==> config.mk <==
export PLATFORM = sky130hd
export DESIGN_NAME = acg_top
export DESIGN_NICKNAME = d
export VERILOG_FILES = /design/src/include/acg_pkg.sv /design/src/include/acg_clean_if.sv /design/src/design/acg_top.sv /design/src/design/acg_cleaner.sv
export SDC_FILE = /design/constraint.sdc
export NUM_CORES = 1
export LEC_CHECK = 0
export ABC_AREA = 1
export BUFFER_PORTS_ARGS = -buffer_cell sky130_fd_sc_hd__buf_2
export CAP_MARGIN = 20
export CORE_MARGIN = 4
export CORE_UTILIZATION = 45
export CTS_BUF_LIST = sky130_fd_sc_hd__clkbuf_4
export CTS_CLUSTER_SIZE = 40
export DETAILED_ROUTE_END_ITERATION = 6
export PLACE_DENSITY = 0.62
export SETUP_SLACK_MARGIN = 0.4
export SLEW_MARGIN = 15
export SYNTH_ARGS = -nofsm -noshare
export SYNTH_HDL_FRONTEND = slang
export SYNTH_SLANG_ARGS = --single-unit
==> constraint.sdc <==
create_clock -name clk_sys_i -period 12.35 [get_ports clk_sys_i]
set_input_delay 1.235 -clock clk_sys_i [delete_from_list [all_inputs] [get_ports clk_sys_i]]
set_output_delay 1.235 -clock clk_sys_i [all_outputs]
set_load 0.05 [all_outputs]
==> src/include/acg_pkg.sv <==
// Constants shared by the audio clock generation block and its cleaner.
// Assumes a 25 MHz system clock and byte-wide registers on 32-bit words.
package acg_pkg;
	// Register indices; the byte address is four times the index
	localparam logic [5:0] IDX_RATIO_CTRL = 6'h30;
	localparam logic [5:0] IDX_CTS0 = 6'h31;
	localparam logic [5:0] IDX_CTS1 = 6'h32;
	localparam logic [5:0] IDX_CTS2 = 6'h33;
	localparam logic [5:0] IDX_N0 = 6'h34;
	localparam logic [5:0] IDX_N1 = 6'h35;
	localparam logic [5:0] IDX_N2_SHIFT = 6'h36;
	localparam logic [5:0] IDX_FIFO_STS = 6'h37;
	localparam logic [7:0] REG_RESET = 8'h00;
	// Field positions in the ratio control, N2/shift and FIFO status registers
	localparam int FRAME_BIT = 7;
	localparam int MCLK_LSB = 5;
	localparam int REFDIV_LSB = 3;
	localparam int CLEAN_LSB = 1;
	localparam int DRIVE_BIT = 0;
	localparam int SHIFT_LSB = 4;
	localparam int IN_FILL_LSB = 3;
	localparam int OUT_FILL_LSB = 0;
	// Bit clock periods per word select half period
	localparam logic [5:0] HALF_FRAME_64 = 6'h20;
	localparam logic [5:0] HALF_FRAME_32 = 6'h10;
	// Master clock half periods per bit clock half period, by code, and the FIFO fill limit
	localparam logic [3:0] MDIV_00 = 4'h4;
	localparam logic [3:0] MDIV_01 = 4'h2;
	localparam logic [3:0] MDIV_10 = 4'h1;
	localparam logic [3:0] MDIV_11 = 4'h8;
	localparam logic [2:0] FILL_MAX = 3'h7;
	// Bus answer state, Gray ordered
	typedef enum logic [0:0] {
		ACG_BUS_IDLE = 1'b0,
		ACG_BUS_ACK = 1'b1
	} acg_bus_e;
endpackage

==> src/include/acg_clean_if.sv <==
// Signals between the control logic and the clock cleaner.
// Assumes both ends run on the system clock.
`timescale 1ns/1ns
interface acg_clean_if;
	logic in_tick;
	logic ref_tick;
	logic [1:0] mode;
	logic [3:0] shift;
	logic take;
	logic [2:0] in_fill;
	logic [2:0] out_fill;
	modport cleaner (input in_tick, ref_tick, mode, shift, take,
		output in_fill, out_fill);
	modport ctrl (output in_tick, ref_tick, mode, shift, take,
		input in_fill, out_fill);
endinterface

==> src/design/acg_top.sv <==
// Audio clock generation: registers, reference divider, N/CTS
// regeneration, bit clock and word select generation.
// Assumes an Avalon-MM master on the system clock; the pins and the
// VCO and oscillator inputs are asynchronous and resynchronised here.
//
// Implementation choice: register access over Avalon-MM.
`timescale 1ns/1ns
// How it works
// RULE1 - Word select spans 64 or 32 bit clocks
// RULE2 - Bits 6:5 set master-to-bit clock ratio
// RULE3 - Cleaner reference: VCO /8, /4, /2 or oscillator
// RULE4 - Nonzero clean mode cleans at ratio 1/2/4
// RULE5 - Drive bit makes both pins outputs, generates
// RULE6 - 24-bit CTS from three bytes, low first
// RULE7 - 20-bit N from two bytes plus nibble
// RULE8 - Upper nibble sets loop filter feedback shift
// RULE9 - Status reports input and output fill levels
// RULE10 - Software writes all N/CTS bytes before use
module acg_top #(
	parameter int EST_W = 16
) (
	input wire logic clk_sys_i,
	input wire logic srst_i,
	input wire logic [7:0] avs_address_i,
	input wire logic avs_read_i,
	input wire logic avs_write_i,
	input wire logic [31:0] avs_writedata_i,
	input wire logic [3:0] avs_byteenable_i,
	output logic [31:0] avs_readdata_o,
	output logic avs_waitrequest_o,
	input wire logic serial_pll_vco_clock_i,
	input wire logic always_on_oscillator_i,
	input wire logic bit_clk_i,
	input wire logic word_sel_i,
	output logic bit_clk_o,
	output logic bit_clk_oe_o,
	output logic word_sel_o,
	output logic word_sel_oe_o,
	output logic master_clk_o
);
	acg_clean_if cif ();

	// True when the byte address is aligned and hits the given index
	function automatic logic is_idx(input logic [7:0] addr,
		input logic [5:0] idx);
		is_idx = addr[1:0] == 2'h0 && addr[7:2] == idx;
	endfunction

	acg_pkg::acg_bus_e bus_reg, bus_next;
	logic wait_reg, wait_next;
	logic [31:0] rdata_reg, rdata_next;
	logic [7:0] ctrl_reg, ctrl_next;
	logic [23:0] cts_reg, cts_next;
	logic [19:0] n_reg, n_next;
	logic [3:0] shift_reg, shift_next;
	logic [7:0] rd_byte;
	logic wr_ok;

	// Register read decode
	always_comb
	begin
		if (is_idx(avs_address_i, acg_pkg::IDX_RATIO_CTRL))
			rd_byte = ctrl_reg;
		else if (is_idx(avs_address_i, acg_pkg::IDX_CTS0))
			rd_byte = cts_reg[7:0];
		else if (is_idx(avs_address_i, acg_pkg::IDX_CTS1))
			rd_byte = cts_reg[15:8];
		else if (is_idx(avs_address_i, acg_pkg::IDX_CTS2))
			rd_byte = cts_reg[23:16];
		else if (is_idx(avs_address_i, acg_pkg::IDX_N0))
			rd_byte = n_reg[7:0];
		else if (is_idx(avs_address_i, acg_pkg::IDX_N1))
			rd_byte = n_reg[15:8];
		else if (is_idx(avs_address_i, acg_pkg::IDX_N2_SHIFT))
			rd_byte = {shift_reg, n_reg[19:16]};
		else if (is_idx(avs_address_i, acg_pkg::IDX_FIFO_STS))
			rd_byte = {2'h0, cif.in_fill, cif.out_fill}; // [RULE9]
		else
			rd_byte = 8'h00; // Unmapped reads return zero
	end

	// Bus slave: one wait cycle, then the access completes
	always_comb
	begin
		bus_next = bus_reg;
		wait_next = 1'b1;
		rdata_next = rdata_reg;
		ctrl_next = ctrl_reg;
		cts_next = cts_reg;
		n_next = n_reg;
		shift_next = shift_reg;
		wr_ok = avs_write_i && avs_byteenable_i[0];
		case (bus_reg)
			acg_pkg::ACG_BUS_IDLE:
			begin
				if (avs_read_i || avs_write_i)
				begin
					bus_next = acg_pkg::ACG_BUS_ACK;
					wait_next = 1'b0;
					if (avs_read_i)
						rdata_next = {24'h00_0000, rd_byte};
				end
			end
			default:
			begin
				bus_next = acg_pkg::ACG_BUS_IDLE;
				if (wr_ok && is_idx(avs_address_i, acg_pkg::IDX_RATIO_CTRL))
					ctrl_next = avs_writedata_i[7:0];
				else if (wr_ok && is_idx(avs_address_i, acg_pkg::IDX_CTS0))
					cts_next[7:0] = avs_writedata_i[7:0]; // [RULE6]
				else if (wr_ok && is_idx(avs_address_i, acg_pkg::IDX_CTS1))
					cts_next[15:8] = avs_writedata_i[7:0]; // [RULE6]
				else if (wr_ok && is_idx(avs_address_i, acg_pkg::IDX_CTS2))
					cts_next[23:16] = avs_writedata_i[7:0]; // [RULE6]
				else if (wr_ok && is_idx(avs_address_i, acg_pkg::IDX_N0))
					n_next[7:0] = avs_writedata_i[7:0]; // [RULE7]
				else if (wr_ok && is_idx(avs_address_i, acg_pkg::IDX_N1))
					n_next[15:8] = avs_writedata_i[7:0]; // [RULE7]
				else if (wr_ok && is_idx(avs_address_i, acg_pkg::IDX_N2_SHIFT))
				begin
					n_next[19:16] = avs_writedata_i[3:0]; // [RULE7]
					shift_next = avs_writedata_i[7:4]; // [RULE8]
				end
			end
		endcase
	end

	always_ff @(posedge clk_sys_i)
	begin
		if (srst_i)
		begin
			bus_reg <= acg_pkg::ACG_BUS_IDLE;
			wait_reg <= 1'b1;
			rdata_reg <= 32'h0000_0000;
			ctrl_reg <= acg_pkg::REG_RESET;
			cts_reg <= 24'h00_0000;
			n_reg <= 20'h0_0000;
			shift_reg <= 4'h0;
		end
		else
		begin
			bus_reg <= bus_next;
			wait_reg <= wait_next;
			rdata_reg <= rdata_next;
			ctrl_reg <= ctrl_next;
			cts_reg <= cts_next;
			n_reg <= n_next;
			shift_reg <= shift_next;
		end
	end

	// Three-stage synchronisers for vco, oscillator, bit clock, word select
	logic [3:0] pin_raw;
	logic [3:0] s1_reg, s2_reg, s3_reg, lvl_reg, rise;
	assign pin_raw = {word_sel_i, bit_clk_i, always_on_oscillator_i,
		serial_pll_vco_clock_i};
	for (genvar g = 0; g < 4; g++)
	begin : g_sync
		always_ff @(posedge clk_sys_i)
		begin
			if (srst_i)
			begin
				s1_reg[g] <= 1'b0;
				s2_reg[g] <= 1'b0;
				s3_reg[g] <= 1'b0;
				lvl_reg[g] <= 1'b0;
			end
			else
			begin
				s1_reg[g] <= pin_raw[g];
				s2_reg[g] <= s1_reg[g];
				s3_reg[g] <= s2_reg[g];
				if (s2_reg[g] == s3_reg[g])
					lvl_reg[g] <= s2_reg[g];
			end
		end
		// A change counts only once stages two and three agree
		assign rise[g] = s2_reg[g] && s3_reg[g] && !lvl_reg[g];
	end

	logic vco_rise, aon_rise, bit_rise, frame_edge;
	logic master;
	assign vco_rise = rise[0];
	assign aon_rise = rise[1];
	assign bit_rise = rise[2];
	assign frame_edge = s2_reg[3] == s3_reg[3] && s2_reg[3] != lvl_reg[3];
	assign master = ctrl_reg[acg_pkg::DRIVE_BIT];

	// Reference divider and N/CTS regeneration
	logic [2:0] vdiv_reg, vdiv_next;
	logic [23:0] acc_reg, acc_next;
	logic [24:0] sum;
	logic ref_reg, ref_next, src_reg, src_next, regen_tick, regen_on;
	always_comb
	begin
		vdiv_next = vco_rise ? vdiv_reg + 3'h1 : vdiv_reg;
		case (ctrl_reg[acg_pkg::REFDIV_LSB +: 2]) // [RULE3]
			2'h0: ref_next = vco_rise && vdiv_reg == 3'h7;
			2'h1: ref_next = vco_rise && vdiv_reg[1:0] == 2'h3;
			2'h2: ref_next = vco_rise && vdiv_reg[0];
			default: ref_next = aon_rise;
		endcase
		// Both values nonzero enable regeneration [RULE6] [RULE7]
		regen_on = cts_reg != 24'h00_0000 && n_reg != 20'h0_0000;
		acc_next = acc_reg;
		regen_tick = 1'b0;
		sum = {1'b0, acc_reg} + {5'h00, n_reg};
		// Output rate is VCO * N / CTS; N above CTS saturates at VCO rate
		if (!regen_on)
			acc_next = 24'h00_0000;
		else if (vco_rise)
		begin
			acc_next = sum[23:0];
			if (sum >= {1'b0, cts_reg})
			begin
				acc_next = 24'(sum - {1'b0, cts_reg});
				regen_tick = 1'b1;
			end
			// A stale phase from older bytes is dropped, not slowly drained
			if (acc_next >= cts_reg)
				acc_next = 24'h00_0000;
		end
		// Received bit clock when receiving; regenerated clock when driving, or the VCO tick while regeneration is off
		if (master)
			src_next = regen_on ? regen_tick : vco_rise; // [RULE5]
		else
			src_next = bit_rise;
	end

	always_ff @(posedge clk_sys_i)
	begin
		if (srst_i)
		begin
			vdiv_reg <= 3'h0;
			acc_reg <= 24'h00_0000;
			ref_reg <= 1'b0;
			src_reg <= 1'b0;
		end
		else
		begin
			vdiv_reg <= vdiv_next;
			acc_reg <= acc_next;
			ref_reg <= ref_next;
			src_reg <= src_next;
		end
	end

	assign cif.in_tick = src_reg;
	assign cif.ref_tick = ref_reg;
	assign cif.mode = ctrl_reg[acg_pkg::CLEAN_LSB +: 2];
	assign cif.shift = shift_reg;
	assign cif.take = cif.out_fill != 3'h0;

	acg_cleaner #(.EST_W(EST_W)) u_cleaner (
		.clk_sys_i(clk_sys_i),
		.srst_i(srst_i),
		.ci(cif.cleaner)
	);

	// Clock generation: each cleaned tick is one master clock half period
	logic [3:0] mdiv;
	logic [5:0] half_frame;
	logic [3:0] hcnt_reg, hcnt_next;
	logic [5:0] bcnt_reg, bcnt_next;
	logic mclk_reg, mclk_next, bclk_reg, bclk_next, wsel_reg, wsel_next;
	logic oe_reg;
	always_comb
	begin
		case (ctrl_reg[acg_pkg::MCLK_LSB +: 2]) // [RULE2]
			2'h0: mdiv = acg_pkg::MDIV_00;
			2'h1: mdiv = acg_pkg::MDIV_01;
			2'h2: mdiv = acg_pkg::MDIV_10;
			default: mdiv = acg_pkg::MDIV_11;
		endcase
		half_frame = ctrl_reg[acg_pkg::FRAME_BIT] ? acg_pkg::HALF_FRAME_32
			: acg_pkg::HALF_FRAME_64; // [RULE1]
		hcnt_next = hcnt_reg;
		bcnt_next = bcnt_reg;
		mclk_next = mclk_reg;
		bclk_next = bclk_reg;
		wsel_next = wsel_reg;
		if (!master)
		begin
			// Generators idle; a received frame edge realigns the count
			hcnt_next = 4'h0;
			mclk_next = 1'b0;
			bclk_next = 1'b0;
			wsel_next = 1'b0;
			if (frame_edge)
				bcnt_next = 6'h00;
		end
		else if (cif.take)
		begin
			mclk_next = !mclk_reg;
			hcnt_next = hcnt_reg + 4'h1;
			if (hcnt_reg >= mdiv - 4'h1)
			begin
				hcnt_next = 4'h0;
				bclk_next = !bclk_reg; // [RULE2]
				if (bclk_reg)
				begin
					bcnt_next = bcnt_reg + 6'h01;
					if (bcnt_reg >= half_frame - 6'h01)
					begin
						bcnt_next = 6'h00;
						wsel_next = !wsel_reg; // [RULE1]
					end
				end
			end
		end
	end

	always_ff @(posedge clk_sys_i)
	begin
		if (srst_i)
		begin
			hcnt_reg <= 4'h0;
			bcnt_reg <= 6'h00;
			mclk_reg <= 1'b0;
			bclk_reg <= 1'b0;
			wsel_reg <= 1'b0;
			oe_reg <= 1'b0;
		end
		else
		begin
			hcnt_reg <= hcnt_next;
			bcnt_reg <= bcnt_next;
			mclk_reg <= mclk_next;
			bclk_reg <= bclk_next;
			wsel_reg <= wsel_next;
			oe_reg <= master; // Pins driven only while driving is set [RULE5]
		end
	end

	assign avs_readdata_o = rdata_reg;
	assign avs_waitrequest_o = wait_reg;
	assign bit_clk_o = bclk_reg;
	assign bit_clk_oe_o = oe_reg;
	assign word_sel_o = wsel_reg;
	assign word_sel_oe_o = oe_reg;
	assign master_clk_o = mclk_reg;
endmodule

==> src/design/acg_cleaner.sv <==
// Digital audio clock cleaner: period tracker with shift loop filter.
// Assumes one-cycle tick pulses on the system clock from the control logic.
`timescale 1ns/1ns
module acg_cleaner #(
	parameter int EST_W = 16
) (
	input wire logic clk_sys_i,
	input wire logic srst_i,
	acg_clean_if.cleaner ci
);
	logic [EST_W-1:0] meas_reg, meas_next, est_reg, est_next;
	logic [EST_W-1:0] nco_reg, nco_next, target;
	logic [1:0] sub_reg, sub_next, sub_last;
	logic [2:0] in_reg, in_next, out_reg, out_next;
	logic signed [EST_W:0] diff;
	logic emit, use_in;

	if (EST_W < 4 || EST_W > 24)
		$error("acg_cleaner: EST_W must lie in 4..24");

	// Period tracking, numerically controlled output and fill counters
	always_comb
	begin
		meas_next = meas_reg;
		est_next = est_reg;
		nco_next = nco_reg;
		sub_next = sub_reg;
		emit = 1'b0;
		use_in = 1'b0;
		diff = $signed({1'b0, meas_reg}) - $signed({1'b0, est_reg});
		sub_last = 2'((4'h1 << (ci.mode - 2'h1)) - 4'h1);
		target = est_reg >> (ci.mode - 2'h1);
		if (ci.ref_tick)
			meas_next = meas_reg + 1'b1;
		if (ci.in_tick)
		begin
			// Feedback divided by two to the filter shift [RULE8]
			est_next = EST_W'($signed({1'b0, est_reg}) + (diff >>> ci.shift));
			// A reference tick in this cycle already belongs to the new period
			meas_next = EST_W'(ci.ref_tick);
		end
		if (ci.mode == 2'h0)
		begin
			emit = ci.in_tick; // Cleaning off passes the ticks through [RULE4]
			nco_next = '0;
			sub_next = 2'h0;
		end
		else if (ci.ref_tick)
		begin
			nco_next = nco_reg + 1'b1;
			// Target reference ticks per output tick, not one more
			if (EST_W'(nco_reg + 1'b1) >= target && in_reg != 3'h0)
			begin
				// Ratio of output ticks per input tick is 1, 2 or 4 [RULE4]
				emit = 1'b1;
				nco_next = '0;
				sub_next = sub_reg + 2'h1;
				if (sub_reg >= sub_last)
				begin
					sub_next = 2'h0;
					use_in = 1'b1;
				end
			end
		end
		in_next = in_reg;
		if (ci.mode != 2'h0 && ci.in_tick && in_reg != acg_pkg::FILL_MAX)
			in_next = in_next + 3'h1;
		if (use_in)
			in_next = in_next - 3'h1;
		out_next = out_reg;
		if (emit && out_reg != acg_pkg::FILL_MAX)
			out_next = out_next + 3'h1;
		if (ci.take && out_reg != 3'h0)
			out_next = out_next - 3'h1;
	end

	// State registers
	always_ff @(posedge clk_sys_i)
	begin
		if (srst_i)
		begin
			meas_reg <= '0;
			est_reg <= '0;
			nco_reg <= '0;
			sub_reg <= 2'h0;
			in_reg <= 3'h0;
			out_reg <= 3'h0;
		end
		else
		begin
			meas_reg <= meas_next;
			est_reg <= est_next;
			nco_reg <= nco_next;
			sub_reg <= sub_next;
			in_reg <= in_next;
			out_reg <= out_next;
		end
	end

	assign ci.in_fill = in_reg;
	assign ci.out_fill = out_reg;
endmodule

* After elaboration in Yosys (flattened, before gate mapping) *
Index checks and enable logic that the tools add are counted.

storage, ports and cells
  bits in registers = 181
  bits in latches = 0
  bits in writable memories = 0
  ROM bits = 0
  bits of input ports = 52
  output and inout port bits = 38
  word-level logic and storage cells = 213
  memories kept = 0

cells by class
  add/subtract/negate cells = 18
  multiply operators = 0
  div/mod/pow operators = 0
  $lt $le $gt $ge = 6
  equal/unequal tests = 24
  shift-type cells = 3
  muxes and demuxes = 43
  bitwise logic cells = 9
  reductions and logical operators = 66

operators by type and width
  operator                                       count
  two-way mux 24 bit                             4
  two-way mux 8 bit                              7
  equality test 6 bit, second input constant     8
  two-way mux 6 bit                              8
  adder 16 x 1 -> 16 bit, second input constant  2
  logical AND 1 bit                              31
  adder 24 x 20 -> 25 bit                        1
  greater-or-equal comparator 25 x 24 -> 1 bit   1
  greater-or-equal comparator 24 bit             1
  nonzero test 24 bit                            1
  subtractor 24 bit                              1
  nonzero test 20 bit                            1
  >>> shifter 17 x 4 -> 16 bit                   1
  subtractor 16 x 16 -> 17 bit                   1
  adder 16 bit                                   1
  greater-or-equal comparator 16 bit             1
  two-way mux 16 bit                             1
  right shift 16 x 2 -> 16 bit                   1
  two-way mux 1 bit                              15
  two-way mux 3 bit                              4
  one-hot mux 4 bit (3 select lines)             1
  AND reduction 4 bit                            3
  OR reduction 2 bit                             5
  adder 3 x 1 -> 3 bit, second input constant    3
  33 further kinds                               66

* Logic depth before layout (Yosys ltp) *
Gate-level depths: netlist (run 1).

  depth after elaboration = 11
  gate-level depth with buffers = 35
  gate-level depth less buffers = 34

* By module *
From an unflattened synthesis (run 1), not the netlist that was laid out.

unflattened totals
  cell total of the unflattened synthesis = 2,511
  area total of the unflattened synthesis = 15,688.8 µm²

modules (own cells, without submodules)
  module       times used  cells an instance  area an instance (µm²)  sequential area each (µm²)
  acg_top      1           1,632              10,098.4                2,502.4
  acg_cleaner  1           879                5,590.4                 1,121.1

* Worst setup path before layout (run 1) *
Ideal clock, no wire load.

  path kind = register to register
  start point = reg n_reg[0]
  end point = reg acc_reg[10]
  library setup time = 70 ps
  arrival = 5,246 ps
  data required time = 12,280 ps
  slack = 7,034 ps
  stages on the path, launching flop included = 32
  buffers on the path = 2
  period minus slack after synthesis = 5,316 ps
  path through = dfxtp_1 > ha_1 > fa_1 > nand3_1 > nand2_1 > nand3_1 > nand2_1 > a21boi_0 > o21ai_0 > nand2_1 > nand2_1 > xor2_1 > inv_1 > ha_1 > a21oi_1 > o21ai_0 > a221oi_1 > nand3_1 > nand2_1 > clkbuf_1 > nand3_1 > and2_1 > ha_1 > a21oi_1 > o21a_1 > o221ai_1 > nand2_1 > nand3_1 > a31oi_1 > clkbuf_1 > nand4_1 > a21oi_1

on the way
  cells in the longest elaborated chain, start to end = 7
  elaborated cells between the ends (all ways) = 12
  classes of those cells = 2 x add/sub; 2 x order compare; 4 x mux; 1 x bitwise; 3 x reduce/logical

ends and longest elaborated chain
  element                                                                            line                            text
  start: declaration                                                                 acg_top.sv:54                   logic [19:0] n_reg, n_next;
  start signal: assignment                                                           acg_top.sv:147                  n_reg <= n_next;
  adder 24 x 20 -> 25 bit                                                            acg_top.sv:207                  sum = {1'b0, acc_reg} + {5'h00, n_reg};
  subtractor 24 bit or greater-or-equal comparator 25 x 24 -> 1 bit (tied branches)  acg_top.sv:216, acg_top.sv:214
  two-way mux 24 bit                                                                 acg_top.sv:214                  if (sum >= {1'b0, cts_reg})
  two-way mux 24 bit                                                                 acg_top.sv:211                  else if (vco_rise)
  two-way mux 24 bit                                                                 acg_top.sv:209                  if (!regen_on)
  greater-or-equal comparator 24 bit                                                 acg_top.sv:220                  if (acc_next >= cts_reg)
  two-way mux 24 bit                                                                 acg_top.sv:220
  end signal: assignment                                                             acg_top.sv:242                  acc_reg <= acc_next;
  end: declaration                                                                   acg_top.sv:191                  logic [23:0] acc_reg, acc_next;

Parallel ways exist; a longest one is shown, timed or not. The select of a mux whose other input is x is not followed.
A chain may end at the register's enable or synchronous reset.

* Worst setup path after layout (run 1) *
  start point = reg n_reg[0]
  end point = reg acc_reg[23]

Same word-level chain as after synthesis.

==> summary.txt, run 1 <==
Die
  – Initial core utilization: 0.460
  – Die ar.: ~34000 µm²
  – I/O pin total: 90
  – Core area: ~30000 µm²
  – Chip Width: ~190 µm
  – Core Rows: 64
  – Die height: between 150 and 200 µm

Worst setup path
  – Critical path type: reg2reg
  – R2r startpoint: n_reg[0]$_SDFFE_PP0P_
  – Cells on worst reg2reg path: 32
  – CP endpoint kind: register
  – RR Endpoint: acc_reg[23]$_SDFFE_PP0P_
  – CP peak stage delay: ~0.76 ns
  – Critical path fanouts, max: 26
  – WP data required: around 13 ns
  – Worst Path Arrival: 7.72 ns
  – Reg-to-reg setup timing slack: roughly 5.2 ns
  – Startpoint types: register
  – Slowest-stage cell, CP: nand2_1
  – Most used cell, CP: nand2_1

STA
  – Fmax: ~140 MHz
  – Worst-margin pin slew: 0.999 ns
  – Setup TNS: 0 ns
  – Clock Skew: about 0.047 ns
  – Period utilisation layout: 0.582
  – Slew margin rel.: 0.332
  – RSZ-0062 raised after global routing: no
  – Pins Over Slew Limit: 0
  – Final setup viols: 0
  – Fin crit period: between 7 and 8 ns
  – Final-report hold violation count: 0

Drt
  – Routed WL: between 30 and 40 mm
  – Vias per cell: approximately 5.4
  – WL met2: roughly 18 mm
  – Wire length on met1: ~19 mm
  – DR iter-0 viols: approximately 1000
  – Remaining antenna violation count: 0
  – Via Count: approximately 14k
  – Highest metal used: met4
  – Residual DRC: 0
  – DR pass1 iterations: 6
  – Routed length per instance: about 15 µm
  – Metal3 WL: 1.57 mm

Clock tree
  – Worst-skew pair later-pin latency: roughly 0.64 ns
  – CTS root buf: clkbuf_4
  – CTS buffer count: 17
  – Post-CTS Resized: 0
  – Buffer count from post-CTS setup fixing: 0
  – Clk slew on worst S/H paths: between 0.15 and 0.2 ns
  – Post-CTS Hold Buffers: 0
  – CTS tree: built
  – H-tree level count: 4
  – Sink Count: approximately 180
  – Worst-case clock buffer depth: 2

GRT
  – Initial antenna violation count: 1
  – First-pass GRT wire length: about 63 mm
  – Global route total overflow: 0
  – Pin count of the biggest net entering global routing: between 60 and 70
  – Vias in the first global route: 12.4k
  – GRT Total Usage: 0.226

Place
  – Final GP Congestion: roughly 0.94
  – I/O Buffers: 38
  – Detailed Place HPWL: ~31 mm

Synthesis
  – Cell count after synthesis: between 2k and 2.5k
  – Post-synthesis sequential area ratio: 0.255
  – Seq cells post-synth: roughly 180
  – Post-synth EDFFs: 0
  – Mapped Area: roughly 14000 µm²
  – Synthesized area per cell: roughly 6.7 µm²
  – Ys async rst share: 0
  – Yosys warns: 0
  – Synth unique cells: 56
  – Dominant synthesized flop cell: dfxtp_1

Hold path
  – Hold crit path type: reg2reg
  – Hold Startpoint: s1_reg[0]$_SDFF_PP0_
  – Worst Hold Path EP: s2_reg[0]$_SDFF_PP0_
  – Hold path cells: 2

Cells and area
  – Share of layout cells above drive strength 1: 0.0450
  – Synthesis-to-layout area growth: 5.28%
  – Final Util: 0.485
  – # nets final: roughly 2.3k

Pwr
  – Static Leak: between 6 and 7 nW
  – PwrDens: 72.2 nW/µm²
  – VDD IR max: ~0.091 mV

Outcome
  – Status: finished, final reports clean

Flow run
  – Max Cap Violations: 0
==> how the worst max path moves through the flow <==
stage / start / to / slack (ns) / cells after the start
2_1_floorplan: n_reg[0]$_SDFFE_PP0P_ / acc_reg[10]$_SDFFE_PP0P_ / 7.03 / 31
3_3_place_gp: n_reg[0]$_SDFFE_PP0P_ / acc_reg[5]$_SDFFE_PP0P_ / 4.96 / 33
3_5_place_dp: n_reg[0]$_SDFFE_PP0P_ / acc_reg[5]$_SDFFE_PP0P_ / 4.95 / 33
4_1_cts: n_reg[0]$_SDFFE_PP0P_ / acc_reg[5]$_SDFFE_PP0P_ / 4.90 / 33
5_1_grt: n_reg[0]$_SDFFE_PP0P_ / acc_reg[22]$_SDFFE_PP0P_ / 4.43 / 34
6_report: n_reg[0]$_SDFFE_PP0P_ / acc_reg[23]$_SDFFE_PP0P_ / 5.17 / 32
==> layer usage <==
metal | global-route usage | vias to the layer above
li1 | - | 7081
met2 | 0.372 | 323
met4 | 0.0819 | 0
met1 | 0.307 | 6073
met3 | 0.0244 | 67
met5 | 0 | -
==> cells in the mapped netlist (2+ instances only) <==
cell,n,area [µm²]
a211oi_1,19,143
a21boi_0,6,45.0
a21o_1,9,67.6
a21oi_1,222,1110
a221oi_1,2,17.5
a31oi_1,9,56.3
and2_1,24,150
and3_1,4,25.0
buf_1,2,7.51
buf_2,4,20.0
buf_4,26,195
buf_6,2,22.5
clkbuf_1,48,180
clkinv_1,6,22.5
dfxtp_1,181,3620
fa_1,4,80.1
ha_1,145,1810
inv_1,267,1000
mux2i_1,12,120
nand2_1,417,1570
nand2_2,2,12.5
nand3_1,99,495
nand3_2,2,20.0
nand3b_1,12,90.1
nand4_1,50,313
nor2_1,181,679
nor3_1,42,210
nor4_1,18,113
o2111ai_1,7,61.3
o211ai_1,7,52.6
o21a_1,7,52.6
o21ai_0,153,766
o21ai_1,4,20.0
o21bai_1,8,60.1
o22ai_1,14,87.6
o31ai_1,2,15.0
or2_2,4,25.0
xnor2_1,33,289
xor2_1,44,385
==> kinds of logic after synthesis <==
kind of cell,Yosys count,share of synthesized area
xor gates and xnor gates,77,0.0475
and+or+nand+nor,861,0.266
buffers and inverters,356,0.102
muxes,12,0.00846
DFF,181,0.255
adders and majority gates,149,0.133
AOI/OAI and AO/OA,478,0.187
other,1,0.000264
==> critical path, delay by kind of cell (launching register included) <==
family                     cells  cell delay (ns)
DFF                            1             0.36
xor gates and xnor gates       1             0.26
adders and majority gates      4             1.19
buffers and inverters          2             0.33
and+or+nand+nor               15             2.86
AOI/OAI and AO/OA             10             2.05
==> through the flow <==
step | instances | setup WS [ns] | hold WS (ns) | total power, mW | cell area [µm²]
after global routing | 2531 | 4.43 | 0.433 | 1.12 | 14900
after floorplan | 2138 | 7.03 | 0.388 | 0.694 | 14300
after global placement | 2496 | 4.96 | 0.390 | 0.714 | 14600
after CTS | 2528 | 4.90 | 0.420 | 1.09 | 14900
final | 2531 | 5.17 | 0.417 | 1.08 | 14900
after detailed placement | 2496 | 4.95 | 0.396 | 0.716 | 14600
==> placed cells by master, fill, tap and decap left out, types with 5 or more instances in the layout <==
cell type	synthesis	routed
a21o_1	9	9
nor4_1	18	18
conb_1	1	24
nor3_1	42	42
buf_4	26	7
o211ai_1	7	7
o21a_1	7	7
nand4_1	50	50
a31oi_1	9	8
mux2i_1	12	12
buf_2	4	38
clkinv_8	0	5
xnor2_1	33	33
clkbuf_4	0	17
a21oi_1	222	222
xor2_1	44	44
a21boi_0	6	6
nand3_1	99	99
o2111ai_1	7	7
nand2_1	417	417
ha_1	145	145
nor2_1	181	180
clkinv_1	6	7
o21bai_1	8	8
o22ai_1	14	14
inv_1	267	267
dfxtp_1	181	181
o21ai_0	153	153
and2_1	24	24
a211oi_1	19	19
nand3b_1	12	12
==> power by group <==
part           leakage (nW)  switching, mW  internal, mW
sequential             1.46        0.00482         0.592
combinational          5.26         0.0806        0.0272
clock                 0.172          0.257         0.116
total                  6.90          0.343         0.736
==> cell type report <==
| type | count | area (µm²) |
|---|---|---|
| clock buffer | 17 | 128 |
| clock inverter | 15 | 200 |
| antenna | 1 | 2.50 |
| fill | 3219 | 15900 |
| timing repair buffer | 46 | 254 |
| sequential | 181 | 3620 |
| multi-input combinational | 1601 | 9210 |
| inverter | 274 | 1030 |
| tap | 396 | 495 |
No activity file was read; power rests on OpenSTA's default activity.
==> run 2: changes to the inputs <==
--- a/config.mk
+++ b/config.mk
@@ -13,7 +13,7 @@
 export CTS_BUF_LIST = sky130_fd_sc_hd__clkbuf_4
 export CTS_CLUSTER_SIZE = 40
 export DETAILED_ROUTE_END_ITERATION = 6
-export PLACE_DENSITY = 0.62
+export PLACE_DENSITY = 0.64
 export SETUP_SLACK_MARGIN = 0.4
 export SLEW_MARGIN = 15
 export SYNTH_ARGS = -nofsm -noshare
==> constraint.sdc (replaced) <==
create_clock -name clk_sys_i -period 6.18 [get_ports clk_sys_i]
set_input_delay 0.618 -clock clk_sys_i [delete_from_list [all_inputs] [get_ports clk_sys_i]]
set_output_delay 0.618 -clock clk_sys_i [all_outputs]
set_load 0.05 [all_outputs]
==> run 2 against run 1 <==
  * Final area increased by 2.6%
  * Register-to-register slack worse by 4.5 ns
  * Flip-flop and latch count stayed put
  * Combinational power is 110% higher
  * Power rose by 100%
  * First-iteration DRC count is 17% higher
  * Clock skew down 0.0051 ns
  * Maximum frequency up 31%
  * Die area is the same
  * Sequential power up 99%
  * Via count increased by 1.1%
  * Count of clock-buffer cells in the layout unchanged
==> summary.txt, run 2 (same netlist as run 1, synthesis figures left out) <==
Worst setup path
  – Cells on worst reg2reg path: 29
  – Most used cell, CP: nand3_1
  – Critical path fanouts, max: 6
  – CP endpoint kind: register
  – WP data required: approximately 6.6 ns
  – Reg-to-reg setup timing slack: approximately 0.7 ns
  – Critical path type: reg2reg
  – CP peak stage delay: 0.37 ns
  – R2r startpoint: n_reg[2]$_SDFFE_PP0P_
  – RR Endpoint: acc_reg[12]$_SDFFE_PP0P_
  – Worst Path Arrival: 5.95 ns
  – Slowest-stage cell, CP: dfxtp_1
  – Startpoint types: register

Pwr
  – Power Total: about 2.2 mW
  – Pint: between 1 and 1.5 mW
  – Static Leak: 6.99 nW
  – PwrDens: approximately 140 nW/µm²
  – Clock power frac: 0.340
  – Flop pwr share: 0.554
  – Logic gate share of total power: 0.106
  – VDD IR max: around 0.11 mV
  – Net switching power: 0.679 mW
  – Switching Fraction: 0.316

Die
  – Initial core utilization: 0.460
  – Die ar.: 34400 µm²
  – Core area: 30800 µm²
  – Chip Width: roughly 190 µm
  – Core Rows: 64
  – I/O pin total: 90
  – Die height: about 190 µm

Clock tree
  – H-tree level count: 4
  – CTS root buf: clkbuf_4
  – Sink Count: 181
  – CTS buffer count: 17
  – Post-CTS Hold Buffers: 0
  – Worst-skew pair later-pin latency: between 0.6 and 0.7 ns
  – CTS tree: built
  – Clk slew on worst S/H paths: 0.18 ns
  – Worst-case clock buffer depth: 2

Flow run
  – Max Cap Violations: 0

Drt
  – Remaining antenna violation count: 0
  – Residual DRC: 0
  – Routed WL: between 40 and 50 mm
  – Via Count: about 14k
  – Vias per cell: 5.38
  – DR pass1 iterations: 5
  – Routed length per instance: roughly 16 µm
  – DR iter-0 viols: ~1.2k

GRT
  – Global route total overflow: 0
  – First-pass GRT wire length: ~64 mm
  – Pin count of the biggest net entering global routing: 56
  – GRT Total Usage: 0.229
  – Initial antenna violation count: 2
  – Vias in the first global route: between 10k and 15k

STA
  – Fmax: 182 MHz
  – Slew margin rel.: 0.399
  – RSZ-0062 raised after global routing: yes
  – Period utilisation layout: 0.889
  – Final-report hold violation count: 0
  – Pins Over Slew Limit: 0
  – Worst setup margin: about 0.69 ns
  – Final setup viols: 0
  – Setup TNS: 0 ns
  – Fin crit period: about 5.5 ns
  – Worst-margin pin slew: between 0.8 and 0.9 ns
  – Clock Skew: roughly 0.042 ns

Place
  – Placed Area: around 15000 µm²
  – Post-Place Cells: 2502
  – Setup WS pre-CTS: 0.230 ns
  – I/O Buffers: 38
  – Detailed Place HPWL: 31.3 mm
  – Final GP Congestion: around 0.94

Cells and area
  – # nets final: between 2k and 2.5k
  – Most frequent cells in the layout: nand2_1, inv_1, a21oi_1
  – Design Area, Final: 15300 µm²
  – Post-Layout Cell Count: about 2.5k
  – Fillers: about 3.2k
  – Synthesis-to-layout area growth: 8.02%
  – Share of layout cells above drive strength 1: 0.0707
  – Commonest non-fill, non-tap cell in the layout: nand2_1

Hold path
  – Hold Startpoint: serial_pll_vco_clock_i
  – Hold path cells: 3
  – Worst Hold Path EP: s1_reg[0]$_SDFF_PP0_
  – Hold crit path type: in2reg

Outcome
  – Status: finished, final reports clean
run 2: changes by cell type in the layout (fill, tap and decap cells not counted), moves of 5 or more:
cell and delta:
a21oi_2 +9, ha_1 -5, a21oi_1 -9, buf_4 +8
run 2: cell type report:
type,count,area (µm²),area share
multi-input cells,1601,9420,0.614
flip-flops and latches,181,3630,0.237
diodes,2,5.00,0.000326
well taps,396,495,0.0323
clock inverters,15,191,0.0125
inverters,274,1030,0.0671
repair buffers,61,438,0.0286
clock buffers,17,128,0.00832
run 2: power groups by stage:
stage / registers [mW] / logic, mW / clock network (mW)
after floorplan: 1.22 / 0.170 / 0
after global placement: 1.22 / 0.212 / 0
after detailed placement: 1.22 / 0.217 / 0
after CTS: 1.19 / 0.218 / 0.758
after global routing: 1.20 / 0.257 / 0.804
final: 1.19 / 0.228 / 0.730
run 2: how the worst max path moves through the flow:
stage / from / to
after floorplan: n_reg[0]$_SDFFE_PP0P_ / acc_reg[10]$_SDFFE_PP0P_
after global placement: n_reg[0]$_SDFFE_PP0P_ / acc_reg[4]$_SDFFE_PP0P_
after detailed placement: n_reg[0]$_SDFFE_PP0P_ / acc_reg[21]$_SDFFE_PP0P_
after CTS: n_reg[2]$_SDFFE_PP0P_ / acc_reg[7]$_SDFFE_PP0P_
after global routing: n_reg[0]$_SDFFE_PP0P_ / acc_reg[21]$_SDFFE_PP0P_
final: n_reg[2]$_SDFFE_PP0P_ / acc_reg[12]$_SDFFE_PP0P_
run 2: repair_timing:
item	4_1_cts	5_1_grt
gates resized for setup	5	54
setup buffers	0	7
cloned	0	3
endpoints found under the setup margin	24	24
endpoints found under the hold margin	0	0
pin swaps	0	10
run 2: routing by layer:
metal / track usage / wire length [µm] / vias up
met5: 0 / 0 / -
met4: 0.0874 / 1270 / 0
met3: 0.0301 / 1930 / 65
met2: 0.363 / 18000 / 360
met1: 0.318 / 18900 / 6160
li1: - / - / 7109
run 2: worst max-delay path: cells and delay by family, from the launching register on:
kind	cells	cell delay, ns
buf+inv	4	0.45
fa+ha+maj	3	0.98
simple gates	13	2.02
compound gates	7	1.05
flops	1	0.37
xor+xnor	2	0.42
run 2: metrics by stage:
step                 util  hold slack, ns
global route        0.497           0.104
CTS                 0.486           0.109
floorplan               -           0.388
finish              0.497           0.161
global placement    0.475           0.390
detailed placement  0.475           0.394
